### config.mk
export PLATFORM = sky130hd
export DESIGN_NAME = host_serial_command_port
export DESIGN_NICKNAME = d
export VERILOG_FILES = /design/src/rtl/serial_port_pkg.sv /design/src/rtl/cmd_byte_buffer.sv /design/src/rtl/host_serial_command_port.sv
export SDC_FILE = /design/constraint.sdc
export NUM_CORES = 1
export LEC_CHECK = 0
export BUFFER_PORTS_ARGS = -buffer_cell sky130_fd_sc_hd__buf_2
export CAP_MARGIN = 0
export CORE_MARGIN = 4
export CORE_UTILIZATION = 50
export CTS_BUF_LIST = sky130_fd_sc_hd__clkbuf_8
export DETAILED_ROUTE_END_ITERATION = 12
export PLACE_DENSITY_LB_ADDON = 0.25
export REMOVE_ABC_BUFFERS = 1
export SETUP_SLACK_MARGIN = 0.3
export SYNTH_ARGS = -nofsm -noshare
export SYNTH_HDL_FRONTEND = slang
export SYNTH_SLANG_ARGS = --single-unit
### constraint.sdc
create_clock -name ref_clk -period 7.65 [get_ports ref_clk]
set_input_delay 1.53 -clock ref_clk [delete_from_list [all_inputs] [get_ports ref_clk]]
set_output_delay 1.53 -clock ref_clk [all_outputs]
set_load 0.01 [all_outputs]
### src/rtl/serial_port_pkg.sv
package serial_port_pkg;

  // Transaction control bytes
  localparam logic [7:0] CTL_SEND  = 8'h00;
  localparam logic [7:0] CTL_RESET = 8'h01;
  localparam logic [7:0] CTL_READ  = 8'h02;
  localparam logic [7:0] CTL_POLL  = 8'h03;

  // Command codes
  localparam logic [7:0] CMD_IDENT = 8'h01;
  localparam logic [7:0] CMD_PROTO = 8'h02;
  localparam logic [7:0] CMD_XCHG  = 8'h04;
  localparam logic [7:0] CMD_WAIT  = 8'h07;
  localparam logic [7:0] CMD_REGISTER_READ_CMD = 8'h08;
  localparam logic [7:0] CMD_REGISTER_WRITE_CMD = 8'h09;
  localparam logic [7:0] CMD_SPEED = 8'h0A;
  localparam logic [7:0] CMD_ECHO  = 8'h55;

  // Reply bytes
  localparam logic [7:0] LEN_ZERO  = 8'h00;
  localparam logic [7:0] FILL_BYTE = 8'h00;
  localparam logic [7:0] ERR_FULL  = 8'h8F;
  localparam logic [7:0] ECHO_LIMIT = 8'hFF;

  // Flag byte layout
  localparam int FLAG_RD_BIT = 3;
  localparam int FLAG_WR_BIT = 2;

  // Timing
  localparam int CLK_HZ      = 100_000_000;
  localparam int CLK_NS      = 1_000_000_000 / CLK_HZ;
  localparam int WAKE_LOW_NS = 10_000;
  localparam logic [9:0] WAKE_CYCLES =
    10'((WAKE_LOW_NS + CLK_NS - 1) / CLK_NS);
  localparam int BAUD_DEFAULT = 57_600;
  localparam logic [15:0] ETU_DEFAULT = 16'(CLK_HZ / BAUD_DEFAULT);
  localparam int STOP_ETUS = 2;
  localparam logic [3:0] UART_FRAME_BITS = 4'(1 + 8 + STOP_ETUS);
  localparam logic [3:0] UART_STOP_LAST = 4'(STOP_ETUS);
  localparam int BUF_DEPTH = 2;

  typedef enum logic [3:0] {
    K_NONE, K_IDENT, K_PROTO, K_XCHG, K_WAIT,
    K_REGISTER_READ_CMD, K_REGISTER_WRITE_CMD, K_SPEED, K_RSVD
  } cmd_kind_t;

  typedef enum logic [1:0] {PW_UP, PW_READY, PW_WAIT} pwr_t;

  typedef struct packed {
    logic       first;
    logic [7:0] data;
  } cmd_byte_t;

endpackage : serial_port_pkg

### src/rtl/cmd_byte_buffer.sv
`timescale 1ns/1ps
module cmd_byte_buffer (
  // Clock and reset
  input  wire logic                       ref_clk,
  input  wire logic                       reset_n,
  // Filling side
  input  wire logic                       in_valid,
  output logic                            in_ready,
  input  wire serial_port_pkg::cmd_byte_t in_data,
  // Draining side
  output logic                            out_valid,
  input  wire logic                       out_ready,
  output serial_port_pkg::cmd_byte_t      out_data
);

  typedef struct packed {
    serial_port_pkg::cmd_byte_t [serial_port_pkg::BUF_DEPTH-1:0] mem;
    logic                                                   wp;
    logic                                                   rp;
    logic [1:0]                                             count;
  } buf_state_t;

  buf_state_t st;
  buf_state_t next_st;

  assign in_ready  = st.count != 2'(serial_port_pkg::BUF_DEPTH);
  assign out_valid = st.count != 2'h0;
  assign out_data  = st.mem[st.rp];

  always_comb begin
    logic push;
    logic pop;
    push = in_valid && in_ready;
    pop = out_valid && out_ready;
    next_st = st;
    if (push) begin
      next_st.mem[st.wp] = in_data;
      next_st.wp = ~st.wp;
    end
    if (pop) begin
      next_st.rp = ~st.rp;
    end
    next_st.count = st.count + 2'(push) - 2'(pop);
  end

  always_ff @(posedge ref_clk) begin
    if (!reset_n) begin
      st <= '0;
    end else begin
      st <= next_st;
    end
  end

endmodule : cmd_byte_buffer

### src/rtl/host_serial_command_port.sv
//
// Overview of operation
// - UART characters go LSB first; stop bit lasts two ETUs.
// - Wake pulse on shared receive pin is never taken as a start bit.
// - Repeated echoes regain framing; by 255 the device replies buffer full.
// - SPI control byte: 0x00 send, 0x03 poll flags, 0x02 read data.
// - Slave select high: ignore master data, serial output floats.
// - Flag bit 3 set when a response can be read.
// - Flag bit 2 set when command data is accepted; other bits meaningless.
// - SPI data sampled on rising serial clock edge.
// - Host may poll repeatedly in one transaction or in many.
// - Device ready for a command after a wake event; no poll needed first.
// - Control 0x01 resets controller at select rise; wake on low input.
// - SPI bytes move MSB first.
// - SPI mode: interrupt output low while a reply waits unread.
// - Frames are code, length, then 0 to 255 data bytes.
// - Echo is lone byte 0x55, answered with lone 0x55.
// - Decoder knows 0x01 identify, 0x02 protocol select, 0x04 exchange.
// - Command 0x07 enters low-power wait until a wake event.
// - Codes 0x08 and 0x09 read and write configuration registers.
// - Code 0x0A sets UART speed; unlisted codes are reserved.
// - Strap0 high, strap1 low picks SPI; both low pick UART.
`timescale 1ns/1ps
module host_serial_command_port (
  // Clock and reset
  input  wire logic                       ref_clk,
  input  wire logic                       reset_n,
  // Interface straps
  input  wire logic                       port_select_strap0,
  input  wire logic                       port_select_strap1,
  // SPI pins
  input  wire logic                       spi_sck,
  input  wire logic                       spi_ss_n,
  input  wire logic                       spi_mosi,
  output logic                            spi_miso_out,
  output logic                            spi_miso_oe_n,
  // Shared receive / interrupt-in and transmit / interrupt-out pins
  input  wire logic                       rx_irq_in_n,
  output logic                            tx_irq_out_n,
  // UART bit time in clock cycles, from the speed setting
  input  wire logic [15:0]                uart_etu,
  // Command bytes toward the controller
  output logic                            cmd_valid,
  input  wire logic                       cmd_ready,
  output serial_port_pkg::cmd_byte_t      cmd_byte,
  output serial_port_pkg::cmd_kind_t      cmd_kind,
  // Response bytes from the controller
  input  wire logic                       rsp_valid,
  output logic                            rsp_ready,
  input  wire logic [7:0]                 rsp_data,
  // Power state
  output logic                            ctrl_reset,
  output logic                            low_power_wait,
  output logic                            wake,
  output logic                            spi_selected
);

  typedef enum logic [2:0] {
    SP_CTL, SP_SEND, SP_POLL, SP_READ, SP_IGN
  } spi_ph_t;
  typedef enum logic [1:0] {RX_IDLE, RX_DATA, RX_STOP} urx_t;
  typedef enum logic [1:0] {FR_CMD, FR_LEN, FR_DATA} frm_t;

  typedef struct packed {
    logic                       sck_s1, sck_s2, sck_s3;
    logic                       ss_s1, ss_s2, mosi_s1, mosi_s2;
    logic                       rx_s1, rx_s2;
    logic                       st0_s1, st0_s2, st1_s1, st1_s2;
    spi_ph_t                    spi_ph;
    logic [2:0]                 bit_cnt;
    logic [7:0]                 sh_in;
    logic [7:0]                 sh_out;
    logic                       rst_arm;
    logic                       spi_sel;
    serial_port_pkg::pwr_t      pwr;
    logic [9:0]                 wake_cnt;
    logic                       rx_arm;
    frm_t                       frm;
    logic [7:0]                 left;
    logic [7:0]                 echo_cnt;
    serial_port_pkg::cmd_kind_t kind;
    logic [1:0]                 loc_cnt;
    logic [7:0]                 loc_b0, loc_b1;
    urx_t                       urx;
    logic [16:0]                urx_cnt;
    logic [2:0]                 urx_bit;
    logic [7:0]                 urx_sh;
    logic [15:0]                utx_cnt;
    logic [3:0]                 utx_bits;
    logic [10:0]                utx_sh;
    logic                       pin_tx;
    logic                       ctrl_reset, wake;
  } port_state_t;

  port_state_t st;
  port_state_t next_st;
  logic        buf_push;
  logic        buf_ready;
  serial_port_pkg::cmd_byte_t buf_in;
  logic        avail;
  logic        take;
  logic        got;
  logic [7:0]  gb;

  function automatic serial_port_pkg::cmd_kind_t decode_kind(
    input logic [7:0] c);
    case (c)
      serial_port_pkg::CMD_IDENT: decode_kind = serial_port_pkg::K_IDENT;
      serial_port_pkg::CMD_PROTO: decode_kind = serial_port_pkg::K_PROTO;
      serial_port_pkg::CMD_XCHG:  decode_kind = serial_port_pkg::K_XCHG;
      serial_port_pkg::CMD_WAIT:  decode_kind = serial_port_pkg::K_WAIT;
      serial_port_pkg::CMD_REGISTER_READ_CMD: decode_kind = serial_port_pkg::K_REGISTER_READ_CMD;
      serial_port_pkg::CMD_REGISTER_WRITE_CMD: decode_kind = serial_port_pkg::K_REGISTER_WRITE_CMD;
      serial_port_pkg::CMD_SPEED: decode_kind = serial_port_pkg::K_SPEED;
      default:                    decode_kind = serial_port_pkg::K_RSVD;
    endcase
  endfunction : decode_kind

  function automatic logic [7:0] flag_byte(input logic rd, input logic wr);
    flag_byte = 8'h00;
    flag_byte[serial_port_pkg::FLAG_RD_BIT] = rd;
    flag_byte[serial_port_pkg::FLAG_WR_BIT] = wr;
  endfunction : flag_byte

  cmd_byte_buffer cmd_byte_buffer_inst (
    .ref_clk   (ref_clk),
    .reset_n   (reset_n),
    .in_valid  (buf_push),
    .in_ready  (buf_ready),
    .in_data   (buf_in),
    .out_valid (cmd_valid),
    .out_ready (cmd_ready),
    .out_data  (cmd_byte)
  );

  assign spi_miso_out   = st.sh_out[7];
  assign spi_miso_oe_n  = st.ss_s2 || !st.spi_sel;
  assign tx_irq_out_n   = st.pin_tx;
  assign cmd_kind       = st.kind;
  assign ctrl_reset     = st.ctrl_reset;
  assign wake           = st.wake;
  assign low_power_wait = st.pwr == serial_port_pkg::PW_WAIT;
  assign spi_selected   = st.spi_sel;
  assign avail          = (st.loc_cnt != 2'h0) || rsp_valid;
  assign rsp_ready      = take && (st.loc_cnt == 2'h0);

  always_comb begin
    logic       rise;
    logic       fall;
    logic       rdy;
    logic [7:0] b;
    logic [7:0] tb;
    rise = st.sck_s2 && !st.sck_s3;
    fall = !st.sck_s2 && st.sck_s3;
    rdy = st.pwr == serial_port_pkg::PW_READY;
    b = {st.sh_in[6:0], st.mosi_s2};
    tb = (st.loc_cnt != 2'h0) ? st.loc_b0 : rsp_data;
    next_st = st;
    take = 1'b0;
    got = 1'b0;
    gb = st.urx_sh;
    buf_push = 1'b0;
    buf_in = '0;
    next_st.sck_s1 = spi_sck;
    next_st.sck_s2 = st.sck_s1;
    next_st.sck_s3 = st.sck_s2;
    next_st.ss_s1 = spi_ss_n;
    next_st.ss_s2 = st.ss_s1;
    next_st.mosi_s1 = spi_mosi;
    next_st.mosi_s2 = st.mosi_s1;
    next_st.rx_s1 = rx_irq_in_n;
    next_st.rx_s2 = st.rx_s1;
    next_st.st0_s1 = port_select_strap0;
    next_st.st0_s2 = st.st0_s1;
    next_st.st1_s1 = port_select_strap1;
    next_st.st1_s2 = st.st1_s1;
    next_st.ctrl_reset = 1'b0;
    next_st.wake = 1'b0;

    // SPI slave, only while selected by strap and awake
    if (st.ss_s2 || !st.spi_sel || !rdy) begin
      next_st.spi_ph = SP_CTL;
      next_st.bit_cnt = 3'h0;
      next_st.sh_out = serial_port_pkg::FILL_BYTE;
    end else begin
      if (rise) begin
        next_st.sh_in = b;
        next_st.bit_cnt = st.bit_cnt + 3'h1;
        if (st.bit_cnt == 3'h7) begin
          case (st.spi_ph)
            SP_CTL: begin
              case (b)
                serial_port_pkg::CTL_SEND: next_st.spi_ph = SP_SEND;
                serial_port_pkg::CTL_POLL: begin
                  next_st.spi_ph = SP_POLL;
                  next_st.sh_out = flag_byte(avail, buf_ready);
                end
                serial_port_pkg::CTL_READ: begin
                  next_st.spi_ph = SP_READ;
                  take = avail;
                  next_st.sh_out = avail ? tb
                                   : serial_port_pkg::FILL_BYTE;
                end
                serial_port_pkg::CTL_RESET: begin
                  next_st.spi_ph = SP_IGN;
                  next_st.rst_arm = 1'b1;
                end
                default: next_st.spi_ph = SP_IGN;
              endcase
            end
            SP_SEND: begin
              got = 1'b1;
              gb = b;
            end
            SP_POLL: next_st.sh_out = flag_byte(avail, buf_ready);
            SP_READ: begin
              take = avail;
              next_st.sh_out = avail ? tb : serial_port_pkg::FILL_BYTE;
            end
            default: next_st.spi_ph = SP_IGN;
          endcase
        end
      end else if (fall && st.bit_cnt != 3'h0) begin
        next_st.sh_out = {st.sh_out[6:0], 1'b0};
      end
    end

    // UART receiver, armed only after the line has been seen high
    if (!rdy || st.spi_sel) begin
      next_st.urx = RX_IDLE;
    end else begin
      if (st.rx_s2) begin
        next_st.rx_arm = 1'b1;
      end
      case (st.urx)
        RX_IDLE: begin
          if (st.rx_arm && !st.rx_s2) begin
            next_st.urx = RX_DATA;
            next_st.urx_bit = 3'h0;
            next_st.urx_cnt = {1'b0, uart_etu}
                              + {2'b00, uart_etu[15:1]} - 17'h1;
          end
        end
        RX_DATA: begin
          next_st.urx_cnt = st.urx_cnt - 17'h1;
          if (st.urx_cnt == 17'h0) begin
            next_st.urx_sh = {st.rx_s2, st.urx_sh[7:1]};
            next_st.urx_bit = st.urx_bit + 3'h1;
            next_st.urx_cnt = {1'b0, uart_etu} - 17'h1;
            if (st.urx_bit == 3'h7) begin
              next_st.urx = RX_STOP;
            end
          end
        end
        RX_STOP: begin
          next_st.urx_cnt = st.urx_cnt - 17'h1;
          if (st.urx_cnt == 17'h0) begin
            got = st.rx_s2;
            next_st.urx = RX_IDLE;
          end
        end
        default: next_st.urx = RX_IDLE;
      endcase
    end

    // UART transmitter: start, 8 data, two stop ETUs
    if (st.utx_bits != 4'h0) begin
      next_st.utx_cnt = st.utx_cnt - 16'h1;
      if (st.utx_cnt == 16'h0) begin
        next_st.utx_sh = {1'b1, st.utx_sh[10:1]};
        next_st.utx_bits = st.utx_bits - 4'h1;
        next_st.utx_cnt = uart_etu - 16'h1;
      end
    end else if (!st.spi_sel && rdy && avail) begin
      take = 1'b1;
      next_st.utx_sh = {2'b11, tb, 1'b0};
      next_st.utx_bits = serial_port_pkg::UART_FRAME_BITS;
      next_st.utx_cnt = uart_etu - 16'h1;
    end

    if (take && st.loc_cnt != 2'h0) begin
      next_st.loc_b0 = st.loc_b1;
      next_st.loc_cnt = st.loc_cnt - 2'h1;
    end

    // Frame parser; lost bytes show as a cleared ready flag
    if (got) begin
      buf_in.data = gb;
      buf_push = 1'b1;
      case (st.frm)
        FR_CMD: begin
          next_st.echo_cnt = 8'h00;
          if (gb == serial_port_pkg::CMD_ECHO) begin
            buf_push = 1'b0;
            next_st.loc_cnt = 2'h1;
            next_st.loc_b0 = serial_port_pkg::CMD_ECHO;
          end else begin
            buf_in.first = 1'b1;
            next_st.kind = decode_kind(gb);
            next_st.frm = FR_LEN;
          end
        end
        FR_LEN: begin
          next_st.left = gb;
          next_st.frm = (gb == serial_port_pkg::LEN_ZERO) ? FR_CMD : FR_DATA;
        end
        FR_DATA: begin
          next_st.left = st.left - 8'h1;
          if (st.left == 8'h1) begin
            next_st.frm = FR_CMD;
          end
          if (gb == serial_port_pkg::CMD_ECHO) begin
            next_st.echo_cnt = st.echo_cnt + 8'h1;
            if (st.echo_cnt == serial_port_pkg::ECHO_LIMIT - 8'h1) begin
              next_st.frm = FR_CMD;
              next_st.loc_cnt = 2'h2;
              next_st.loc_b0 = serial_port_pkg::ERR_FULL;
              next_st.loc_b1 = serial_port_pkg::LEN_ZERO;
            end
          end
        end
        default: next_st.frm = FR_CMD;
      endcase
      if (st.frm != FR_CMD && next_st.frm == FR_CMD
          && st.kind == serial_port_pkg::K_WAIT) begin
        next_st.pwr = serial_port_pkg::PW_WAIT;
        next_st.rx_arm = 1'b0;
      end
    end

    // Reset from control byte takes effect at deselect
    if (st.ss_s2) begin
      next_st.rst_arm = 1'b0;
      if (st.rst_arm) begin
        next_st.pwr = serial_port_pkg::PW_UP;
        next_st.ctrl_reset = 1'b1;
        next_st.frm = FR_CMD;
        next_st.loc_cnt = 2'h0;
        next_st.rx_arm = 1'b0;
      end
    end

    // Wake on a long enough low on the interrupt input
    if (!rdy) begin
      next_st.wake_cnt = st.rx_s2 ? 10'h000 : st.wake_cnt + 10'h001;
      if (st.wake_cnt == serial_port_pkg::WAKE_CYCLES) begin
        next_st.pwr = serial_port_pkg::PW_READY;
        next_st.wake = 1'b1;
        next_st.rx_arm = 1'b0;
        next_st.wake_cnt = 10'h000;
        next_st.spi_sel = st.st0_s2 && !st.st1_s2;
      end
    end

    next_st.pin_tx = st.spi_sel ? !(rdy && avail)
                     : (rdy ? st.utx_sh[0] : 1'b1);
  end

  always_ff @(posedge ref_clk) begin
    if (!reset_n) begin
      st <= '0;
      st.ss_s1 <= 1'b1;
      st.ss_s2 <= 1'b1;
      st.rx_s1 <= 1'b1;
      st.rx_s2 <= 1'b1;
      st.utx_sh <= '1;
      st.pin_tx <= 1'b1;
    end else begin
      st <= next_st;
    end
  end

  chk_miso_float: assert property (@(posedge ref_clk) disable iff (!reset_n)
    st.ss_s2 |-> spi_miso_oe_n && !(got && st.spi_sel))
    else $error("miso driven or data taken while deselected");

  chk_stop_high: assert property (@(posedge ref_clk) disable iff (!reset_n)
    (!st.spi_sel && st.pwr == serial_port_pkg::PW_READY
     && st.utx_bits != 4'h0
     && st.utx_bits <= serial_port_pkg::UART_STOP_LAST)
    |=> tx_irq_out_n)
    else $error("uart stop bit not high");

  chk_wake_disarm: assert property (@(posedge ref_clk) disable iff (!reset_n)
    wake |-> !st.rx_arm ##1 (st.urx == RX_IDLE))
    else $error("wake pulse could start a character");

  chk_echo_reply: assert property (@(posedge ref_clk) disable iff (!reset_n)
    (got && st.frm == FR_CMD && gb == serial_port_pkg::CMD_ECHO)
    |=> st.loc_cnt == 2'h1
        && st.loc_b0 == serial_port_pkg::CMD_ECHO)
    else $error("echo not answered");

  chk_echo_limit: assert property (@(posedge ref_clk) disable iff (!reset_n)
    (got && st.frm == FR_DATA && gb == serial_port_pkg::CMD_ECHO
     && st.echo_cnt == 8'hFE)
    |=> st.loc_b0 == serial_port_pkg::ERR_FULL && st.frm == FR_CMD)
    else $error("buffer full reply missing");

  chk_poll_flags: assert property (@(posedge ref_clk) disable iff (!reset_n)
    (st.spi_ph == SP_POLL && $rose(st.sh_out[7:0] != 8'h00))
    |-> (st.sh_out & 8'hF3) == 8'h00)
    else $error("meaningless flag bits set");

  chk_irq_low: assert property (@(posedge ref_clk) disable iff (!reset_n)
    (st.spi_sel && st.pwr == serial_port_pkg::PW_READY && avail)
    |=> !tx_irq_out_n)
    else $error("interrupt not asserted for waiting reply");

  chk_reset_deferred: assert property (@(posedge ref_clk)
    disable iff (!reset_n)
    (st.rst_arm && st.ss_s2) |=> ctrl_reset
      && st.pwr == serial_port_pkg::PW_UP ##1 !ctrl_reset)
    else $error("spi reset not applied at deselect");

  chk_wait_entry: assert property (@(posedge ref_clk) disable iff (!reset_n)
    (got && st.frm == FR_LEN && gb == serial_port_pkg::LEN_ZERO
     && st.kind == serial_port_pkg::K_WAIT && !st.ss_s2)
    |=> low_power_wait)
    else $error("wait command did not enter wait state");

endmodule : host_serial_command_port

# == Word-level counts from Yosys, hierarchy flattened ==
# Index checks and enable logic that the tools add are counted.
# classes
mux,87
reduce_logical,65
bitwise,8
eq_ne,36
shift,0
addsub,15
n_div,0
order_cmp,3
mul,0
# op_table
op,n
31-bit two-way mux,3
8-bit two-way mux,10
17-bit one-hot mux with 3 select lines,1
8-bit one-hot mux with 2 select lines,3
9-bit two-way mux,5
41-bit two-way mux,1
18-bit two-way mux,2
17-bit by 1-bit subtractor with 17-bit output (second input constant),2
16-bit by 1-bit subtractor with 16-bit output (second input constant),2
10-bit two-way mux,3
30-bit two-way mux,1
2-bit two-way mux,14
4-bit one-hot mux with 7 select lines,1
1-bit two-way mux,26
13-bit two-way mux,2
8-bit by 1-bit equality test with 1-bit output (second input constant),3
8-bit by 2-bit equality test with 1-bit output (second input constant),3
8-bit by 4-bit equality test with 1-bit output (second input constant),3
8-bit one-hot mux with 3 select lines,1
22-bit two-way mux,1
10-bit one-hot mux with 2 select lines,1
18-bit bitwise mux,1
16-bit by 15-bit adder with 17-bit output,1
17-bit logical NOT,1
other kinds (49),123
# totals
in_bits,34
word_cells,259
ff_bits,167
out_inout_bits,22
romBits,0
ram_bits,0
mem_count,0
latchBits,0

# == Logic depth before layout (Yosys ltp) ==
# Gate-level depths: netlist of run 1.
# logic_depth
depth_word,19
depth_mapped,13
depth_no_buf,13

# == By module ==
# Synthesis of run 1 repeated with hierarchy kept, for this count alone.
# hier_totals
cells_unflattened,1290
hier_area_um2,10307.4
# by_module_without_submodules
mod,n_inst,cells_each,area_each_um2,seq_area_each_um2
host_serial_command_port,1,1190,9310.2,2902.8
cmd_byte_buffer,1,100,997.2,440.4

# == Worst setup path after synthesis of run 1 ==
# Ideal clock, no wire load.
# synth_timing
path_type,input port to flip-flop
start,input uart_etu[5]
end,register st[61] (netlist name)
path_stages,11
n_path_buf,0
t_arrival_ps,4101
setup_time_ps,62
required_time_ps,7588
slack_ps,3487
cell_sequence,inv_1 > ha_1 > inv_1 > ha_1 > and3_1 > a221o_1 > a221o_1 > o41ai_1 > o41ai_1 > or4_1 > nand3_1
# synth_via
elab_chain_len,4
word_cells_on_any_way,6
cone_classes,add/sub (3); mux (3)
# synth_lines
item,line_no,rtl
"start, declared",host_serial_command_port.sv:41,"input wire logic [15:0] uart_etu,"
16-bit by 15-bit adder with 17-bit output,host_serial_command_port.sv:241,"+ {2'b00, uart_etu[15:1]} - 17'h1;"
17-bit by 1-bit subtractor with 17-bit output,host_serial_command_port.sv:241,
22-bit two-way mux,host_serial_command_port.sv:237,if (st.rx_arm && !st.rx_s2) begin
17-bit one-hot mux with 3 select lines (*),host_serial_command_port.sv:235,case (st.urx)
"end signal, assigned",host_serial_command_port.sv:369,st <= next_st;
"end, declared",host_serial_command_port.sv:95,port_state_t st;
# Every way passes the cells marked *; elsewhere a longest branch is shown, timed or not. The select of a mux whose other input is x is not followed.
# A chain may end at the register's enable or synchronous reset.

# == Final worst setup path of run 1 ==
# layout_timing
start,register st[132] (netlist name)
end,output rsp_ready
# layout_via
elab_chain_len,9
# layout_lines
item,line_no,rtl
8-bit by 2-bit equality test with 1-bit output (*),host_serial_command_port.sv:192,case (b)
1-bit two-way mux (*),host_serial_command_port.sv:192,
1-bit one-hot mux with 2 select lines (*),host_serial_command_port.sv:190,case (st.spi_ph)
1-bit two-way mux (*),host_serial_command_port.sv:189,if (st.bit_cnt == 3'h7) begin
1-bit two-way mux (*),host_serial_command_port.sv:186,if (rise) begin
1-bit two-way mux (*),host_serial_command_port.sv:181,if (st.ss_s2 || !st.spi_sel || !rdy) begin
1-bit two-way mux,host_serial_command_port.sv:274,end else if (!st.spi_sel && rdy && avail) begin
1-bit two-way mux (*),host_serial_command_port.sv:267,if (st.utx_bits != 4'h0) begin
1-bit logical AND (*),host_serial_command_port.sv:145,assign rsp_ready = take && (st.loc_cnt == 2'h0);
"end, declared",host_serial_command_port.sv:49,"output logic rsp_ready,"
# Every way passes the cells marked *; elsewhere a longest branch is shown, timed or not.

==> results of run 1 <==
## report_power, final
part           switching, W  internal [W]
Combinational      0.000253      0.000177
Clock              0.000351      0.000241
Sequential        0.0000289      0.000901
Total              0.000633       0.00132
## flip-flops by register name, summed over array words and instances (netlist names)
| register | flops |
|---|---|
| cmd_byte_buffer_inst.st | 22 |
| tx_irq_out_n | 1 |
| cmd_kind | 4 |
| ctrl_reset | 1 |
| next_st | 7 |
| st | 129 |
| spi_selected | 1 |
| wake | 1 |
| spi_miso_out | 1 |
## layer usage
| metal | GRT usage [%] | vias to the layer above | share of wire [%] |
|---|---|---|---|
| met2 | 35.3 | 174 | 47 |
| met4 | 6.41 | 2 | 1.7 |
| met1 | 29.7 | 4124 | 48 |
| met3 | 3.77 | 31 | 4.1 |
| met5 | 0 | - | 0.029 |
| li1 | - | 4458 | - |
## cell type report
type	count	area (um2)
Fill cell	1917	8760
Multi-Input combinational cell	933	6090
Sequential cell	167	3340
Timing Repair Buffer	64	343
Tap cell	265	332
Inverter	77	289
Clock buffer	18	248
Clock inverter	14	119
## cells by family (layout without fill, tap and decap cells)
logic type,count (synthesis),in the layout,synth area share (%)
buffers and inverters,136,173,5.56
adders and majority gates,60,60,7.67
AOI/OAI and AO/OA,291,291,19.3
and+or+nand+nor,485,485,24.7
xor gates and xnor gates,57,57,5.00
muxes,40,40,4.21
DFF,167,167,33.5
## worst max-delay path, cell delays in order, from the launching register on
cell      delay (ns)
dfxtp_1         0.40
or4_1           0.66
o41ai_1         0.69
nand3_1         0.26
a21boi_0        0.30
buf_2           0.18
## placed cells by master, fill, tap and decap left out, types with 17 or more instances in the layout
master	instances
o21ai_0	59
inv_1	76
nor3_1	36
nand2b_1	18
xor2_1	22
nor2b_1	17
clkbuf_8	18
nand2_1	132
nor2_1	118
mux2i_1	24
buf_2	55
a21oi_1	87
dfxtp_1	167
ha_1	58
a211oi_1	23
nand3_1	47
xnor2_1	35
## final timing paths
| kind | to | slack, ns | cells after the start |
|---|---|---|---|
| min reg2reg | st[145] | 0.42 | 1 |
| min | st[145] | 0.42 | 1 |
| max | rsp_ready | 3.18 | 5 |
| max reg2reg | st[115] | 3.97 | 8 |
## metrics by stage
step | power, W | setup slack [ns] | instance area (um2) | std cells
finish | 0.00195 | 3.18 | 10800 | 1538
global route | 0.00206 | 3.06 | 10800 | 1538
CTS | 0.00196 | 3.26 | 10800 | 1538
detailed placement | 0.00138 | 3.09 | 10400 | 1506
global placement | 0.00137 | 3.17 | 10400 | 1506
floorplan | 0.00127 | 3.46 | 9710 | 1177
==> reports/metrics.yaml, run 1 <==
status: "completed"
cts.sinks: 167
synthFlopType: "dfxtp_1"
fin_util_pct: 55.1
maxSlewHeadroom_pct: 30.2
cts_hold_buf: 0
overflow: 0
cts_tree: "built"
chipHeight_um: 149
worst_hold_startpoint: "next_st[145]"
ant_nets: 0
antenna_cells: 0
critPathMaxFanout: 8
setup_tns_ns: 0
dr.pass1.iters: 6
route.detailed.drc: 0
die_width_um: 149
maxCapViolCount: 0
clkLatencyLatePin_ns: 0.47
hold_viol: 0
crit_arrival_ns: 2.94
hold_path_class: "flip-flop to flip-flop"
synth_area_um2: 9980
finalSetupViolCount: 0
cp.required_ns: 6.12
synth_warnings: 0
io_buffers: 55
grt_pass1_vias: 8044
ir_worst_vdd_v: 0.000101
wl_mm: 24.1
synth_edf_count: 0
viasPerCell: 5.71
powerDensity_nw_per_um2: 181
wl_per_cell_um: 15.7
drive_gt1_share_pct: 11.5
core_area_um2: 19500
yosysUniqueCellTypes: 85
vias: 8789
tightest_slew_ns: 1.04
p_leak_nw: 4.24
fp-row-count: 51
start_kind: "flip-flop"
worst_hold_slack_ns: 0.420
worstReg2RegStart: "spi_selected"
ctsResizeCount: 0
grt_setup_unrepaired: "no"
synth_most_common_cell: "dfxtp_1"
synthCells: 1236
grt_max_degree: 62
routabilityCongestion: 0.855
cp-end-kind: "output pin"
yosys-top-cells-count: "dfxtp_1, nand2_1, nor2_1"
num_io_pins: 56
syn_area_per_cell_um2: 8.07
ys_seq_elements: 167
period_needed_ns: 4.47
clk_path_buf_depth: 2
cp-startpoint: "st[132]"
initial_core_util_pct: 51.1
first_iter_violations: 500
htreeDepth: 4
fin_worst_skew_ns: 0.0153
synth-seq-area-share_pct: 33.5
async_reset_ff_share_pct: 0
fin_crit_sh_pct: 58.4
die_area_um2: 22300
criticalPathCategory: "flip-flop to output pin"
final_nets: 1354
antenna_found_initial: 1
yosysTopAreaCellShare_pct: 33.5
cts_setup_buffers: 0
ys_top_cells_by_area: "dfxtp_1, ha_1, nand2_1"
clkSlewWorstSetupHoldPaths_ns: 0.09
slew_viol_final: 0
cts_made_buffers: 17
hpwlAfterDp_mm: 17.7
grt_usage_pct: 21.7
max_freq_mhz: 224
yosysTopAreaCell: "dfxtp_1"
clock-root-buffer: "clkbuf_8"
grt_pass1_wl_mm: 39.8
syn_to_final_growth_pct: 7.90
Power figures use the tool's default switching activity.
==> run 2, diff against run 1 <==
clock period = 3.8 ns   (was 7.65 ns; I/O delays follow)
==> run 2 against run 1 <==
Worst setup slack lost 2.7 ns. Hold slack lost 0.0099 ns. First-iteration DRC count grew 0.20%. Via count shrank 0.92%. Sequential cell count is the same. Power grew 120%. Critical path depth is the same. Design area grew 2.0%. Core utilization grew 1.1 points. Non-clock buffer count grew 14.
==> reports/metrics.yaml, run 2 (same netlist as run 1, synthesis figures left out) <==
worstReg2RegStart: "st[45]"
tightest_slew_ns: 0.703  # -0.335 ns
cp.required_ns: 3.04  # -3.08 ns
grt_pass1_vias: 8025  # -0.24%
regArea_um2: 3340  # unchanged
drive_gt1_share_pct: 12.3  # +0.81 points
finalSetupViolCount: 0  # unchanged
maxCapViolCount: 0  # unchanged
antenna_cells: 0  # unchanged
hold_depth: 1  # unchanged
routabilityCongestion: 0.868  # +1.4%
final_cell_mix: "dfxtp_1, nand2_1, nor2_1"
critPathMaxFanout: 8  # unchanged
core_area_um2: 19500  # unchanged
criticalPathCategory: "flip-flop to output pin"
hpwlAfterDp_mm: 18.0  # +1.3%
io_buffers: 55  # unchanged
hold_viol: 0  # unchanged
ctsResizeCount: 1  # +1
top_register: "st"
wl_per_cell_um: 15.4  # -1.4%
placed_cells: 1520  # +0.93%
final_common_cell: "dfxtp_1"
placedInstanceArea_um2: 10500  # +1.0%
clkSlewWorstSetupHoldPaths_ns: 0.08  # about the same
viasPerCell: 5.61  # -1.8%
wl_mm: 24.0  # -0.46%
cts_setup_buffers: 0  # unchanged
grt_pass1_wl_mm: 39.8  # about the same
max_freq_mhz: 301
antenna_found_initial: 0  # -1
maxSlewHeadroom_pct: 52.9  # +23 points
finalInstanceArea_um2: 11000  # +2.0%
clock-root-buffer: "clkbuf_8"
cts_made_buffers: 17  # unchanged
slew_viol_final: 0  # unchanged
n_fill_cell: 1864  # -2.8%
period_needed_ns: 3.32
fin_crit_sh_pct: 87.5
worst_hold_slack_ns: 0.410  # -0.00987 ns
multi_input_area_um2: 6110  # +0.31%
dr.pass1.iters: 5  # -1
hold_path_class: "flip-flop to flip-flop"
cts_hold_buf: 0  # unchanged
holdPathEnd: "st[145]"
start_kind: "flip-flop"
syn_to_final_growth_pct: 10.0
route.detailed.drc: 0  # unchanged
grt_max_degree: 52  # -16%
fin_util_pct: 56.2  # +1.1 points
setup_tns_ns: 0  # unchanged
grt_setup_unrepaired: "no"
cts.sinks: 167  # unchanged
htreeDepth: 4  # unchanged
timing.rr.end: "cmd_byte_buffer_inst.st[21]"
die_width_um: 149  # unchanged
fp-row-count: 51  # unchanged
largest_reg_flops: 129  # unchanged
reg2regPathDepth: 9  # +1
status: "completed"
first_iter_violations: 501  # +0.20%
ant_nets: 0  # unchanged
clk_path_buf_depth: 2  # unchanged
r2r_setup_slack_ns: 0.69  # -3.28 ns
num_io_pins: 56  # unchanged
powerDensity_nw_per_um2: 383  # +110%
vias: 8708  # -0.92%
cp-end-kind: "output pin"
fin_worst_skew_ns: 0.0167  # +0.00144 ns
overflow: 0  # unchanged
clkLatencyLatePin_ns: 0.47  # about the same
die_area_um2: 22300  # unchanged
fin_cells: 1552  # +0.91%
cts_tree: "built"
ir_worst_vdd_v: 0.000183  # +82%
p_leak_nw: 4.37  # +3.0%
grt_usage_pct: 21.7  # -0.044 points
initial_core_util_pct: 51.1  # unchanged
chipHeight_um: 149  # unchanged
final_nets: 1368  # +1.0%
worst_hold_startpoint: "next_st[145]"
crit_arrival_ns: 2.56  # -0.38 ns
## run 2: changes by cell type in the layout (fill, tap and decap cells not counted), sizes merged
cell / previous run / this run
buf: 64 / 78
clkinv: 9 / 3
inv: 81 / 82
bufinv: 0 / 5
## run 2: how the worst max path moves through the flow
stage,start,end,cells after the start
6_report,st[132],rsp_ready,5
5_1_grt,st[132],rsp_ready,5
4_1_cts,st[132],rsp_ready,5
3_5_place_dp,uart_etu[5],st[61],13
3_3_place_gp,uart_etu[5],st[61],13
2_1_floorplan,spi_selected,st[115],7
## run 2: where the power goes
part / total, W / switching [W] / internal [W]
Combinational: 0.000880 / 0.000511 / 0.000369
Clock: 0.00145 / 0.000658 / 0.000796
Sequential: 0.00187 / 0.0000583 / 0.00181
Total: 0.00421 / 0.00123 / 0.00298
## run 2: area by class of cell
| cell class | count | area share (%) |
|---|---|---|
| multi-input combinational | 933 | 55.7 |
| tap | 265 | 3.02 |
| timing repair buffer | 78 | 4.08 |
| clock buffer | 18 | 2.26 |
| sequential | 167 | 30.5 |
| inverter | 77 | 2.63 |
| clock inverter | 14 | 1.87 |
## run 2: critical path, stage by stage, from the launching register on
cell and delay (ns):
dfxtp_1 0.39, or4_1 0.69, o41ai_4 0.40, nand3_1 0.19, a21boi_0 0.26, buf_2 0.18
## run 2: per-layer routing
metal / global-route usage, % / part of all wire [%] / vias up / wire [um]
met1: 29.5 / 47 / 3985 / 11300
li1: - / - / 4478 / -
met2: 35.1 / 46 / 206 / 11000
met3: 3.49 / 4.5 / 39 / 1080
met5: 0 / 0 / - / 0
met4: 7.23 / 2.6 / 0 / 616
## run 2: per-stage QoR
stage | setup slack, ns | total power (W)
2_1_floorplan | -0.309 | 0.00255
3_3_place_gp | 0.274 | 0.00278
3_5_place_dp | 0.261 | 0.00279
4_1_cts | 0.401 | 0.00423
5_1_grt | 0.310 | 0.00444
6_report | 0.477 | 0.00421
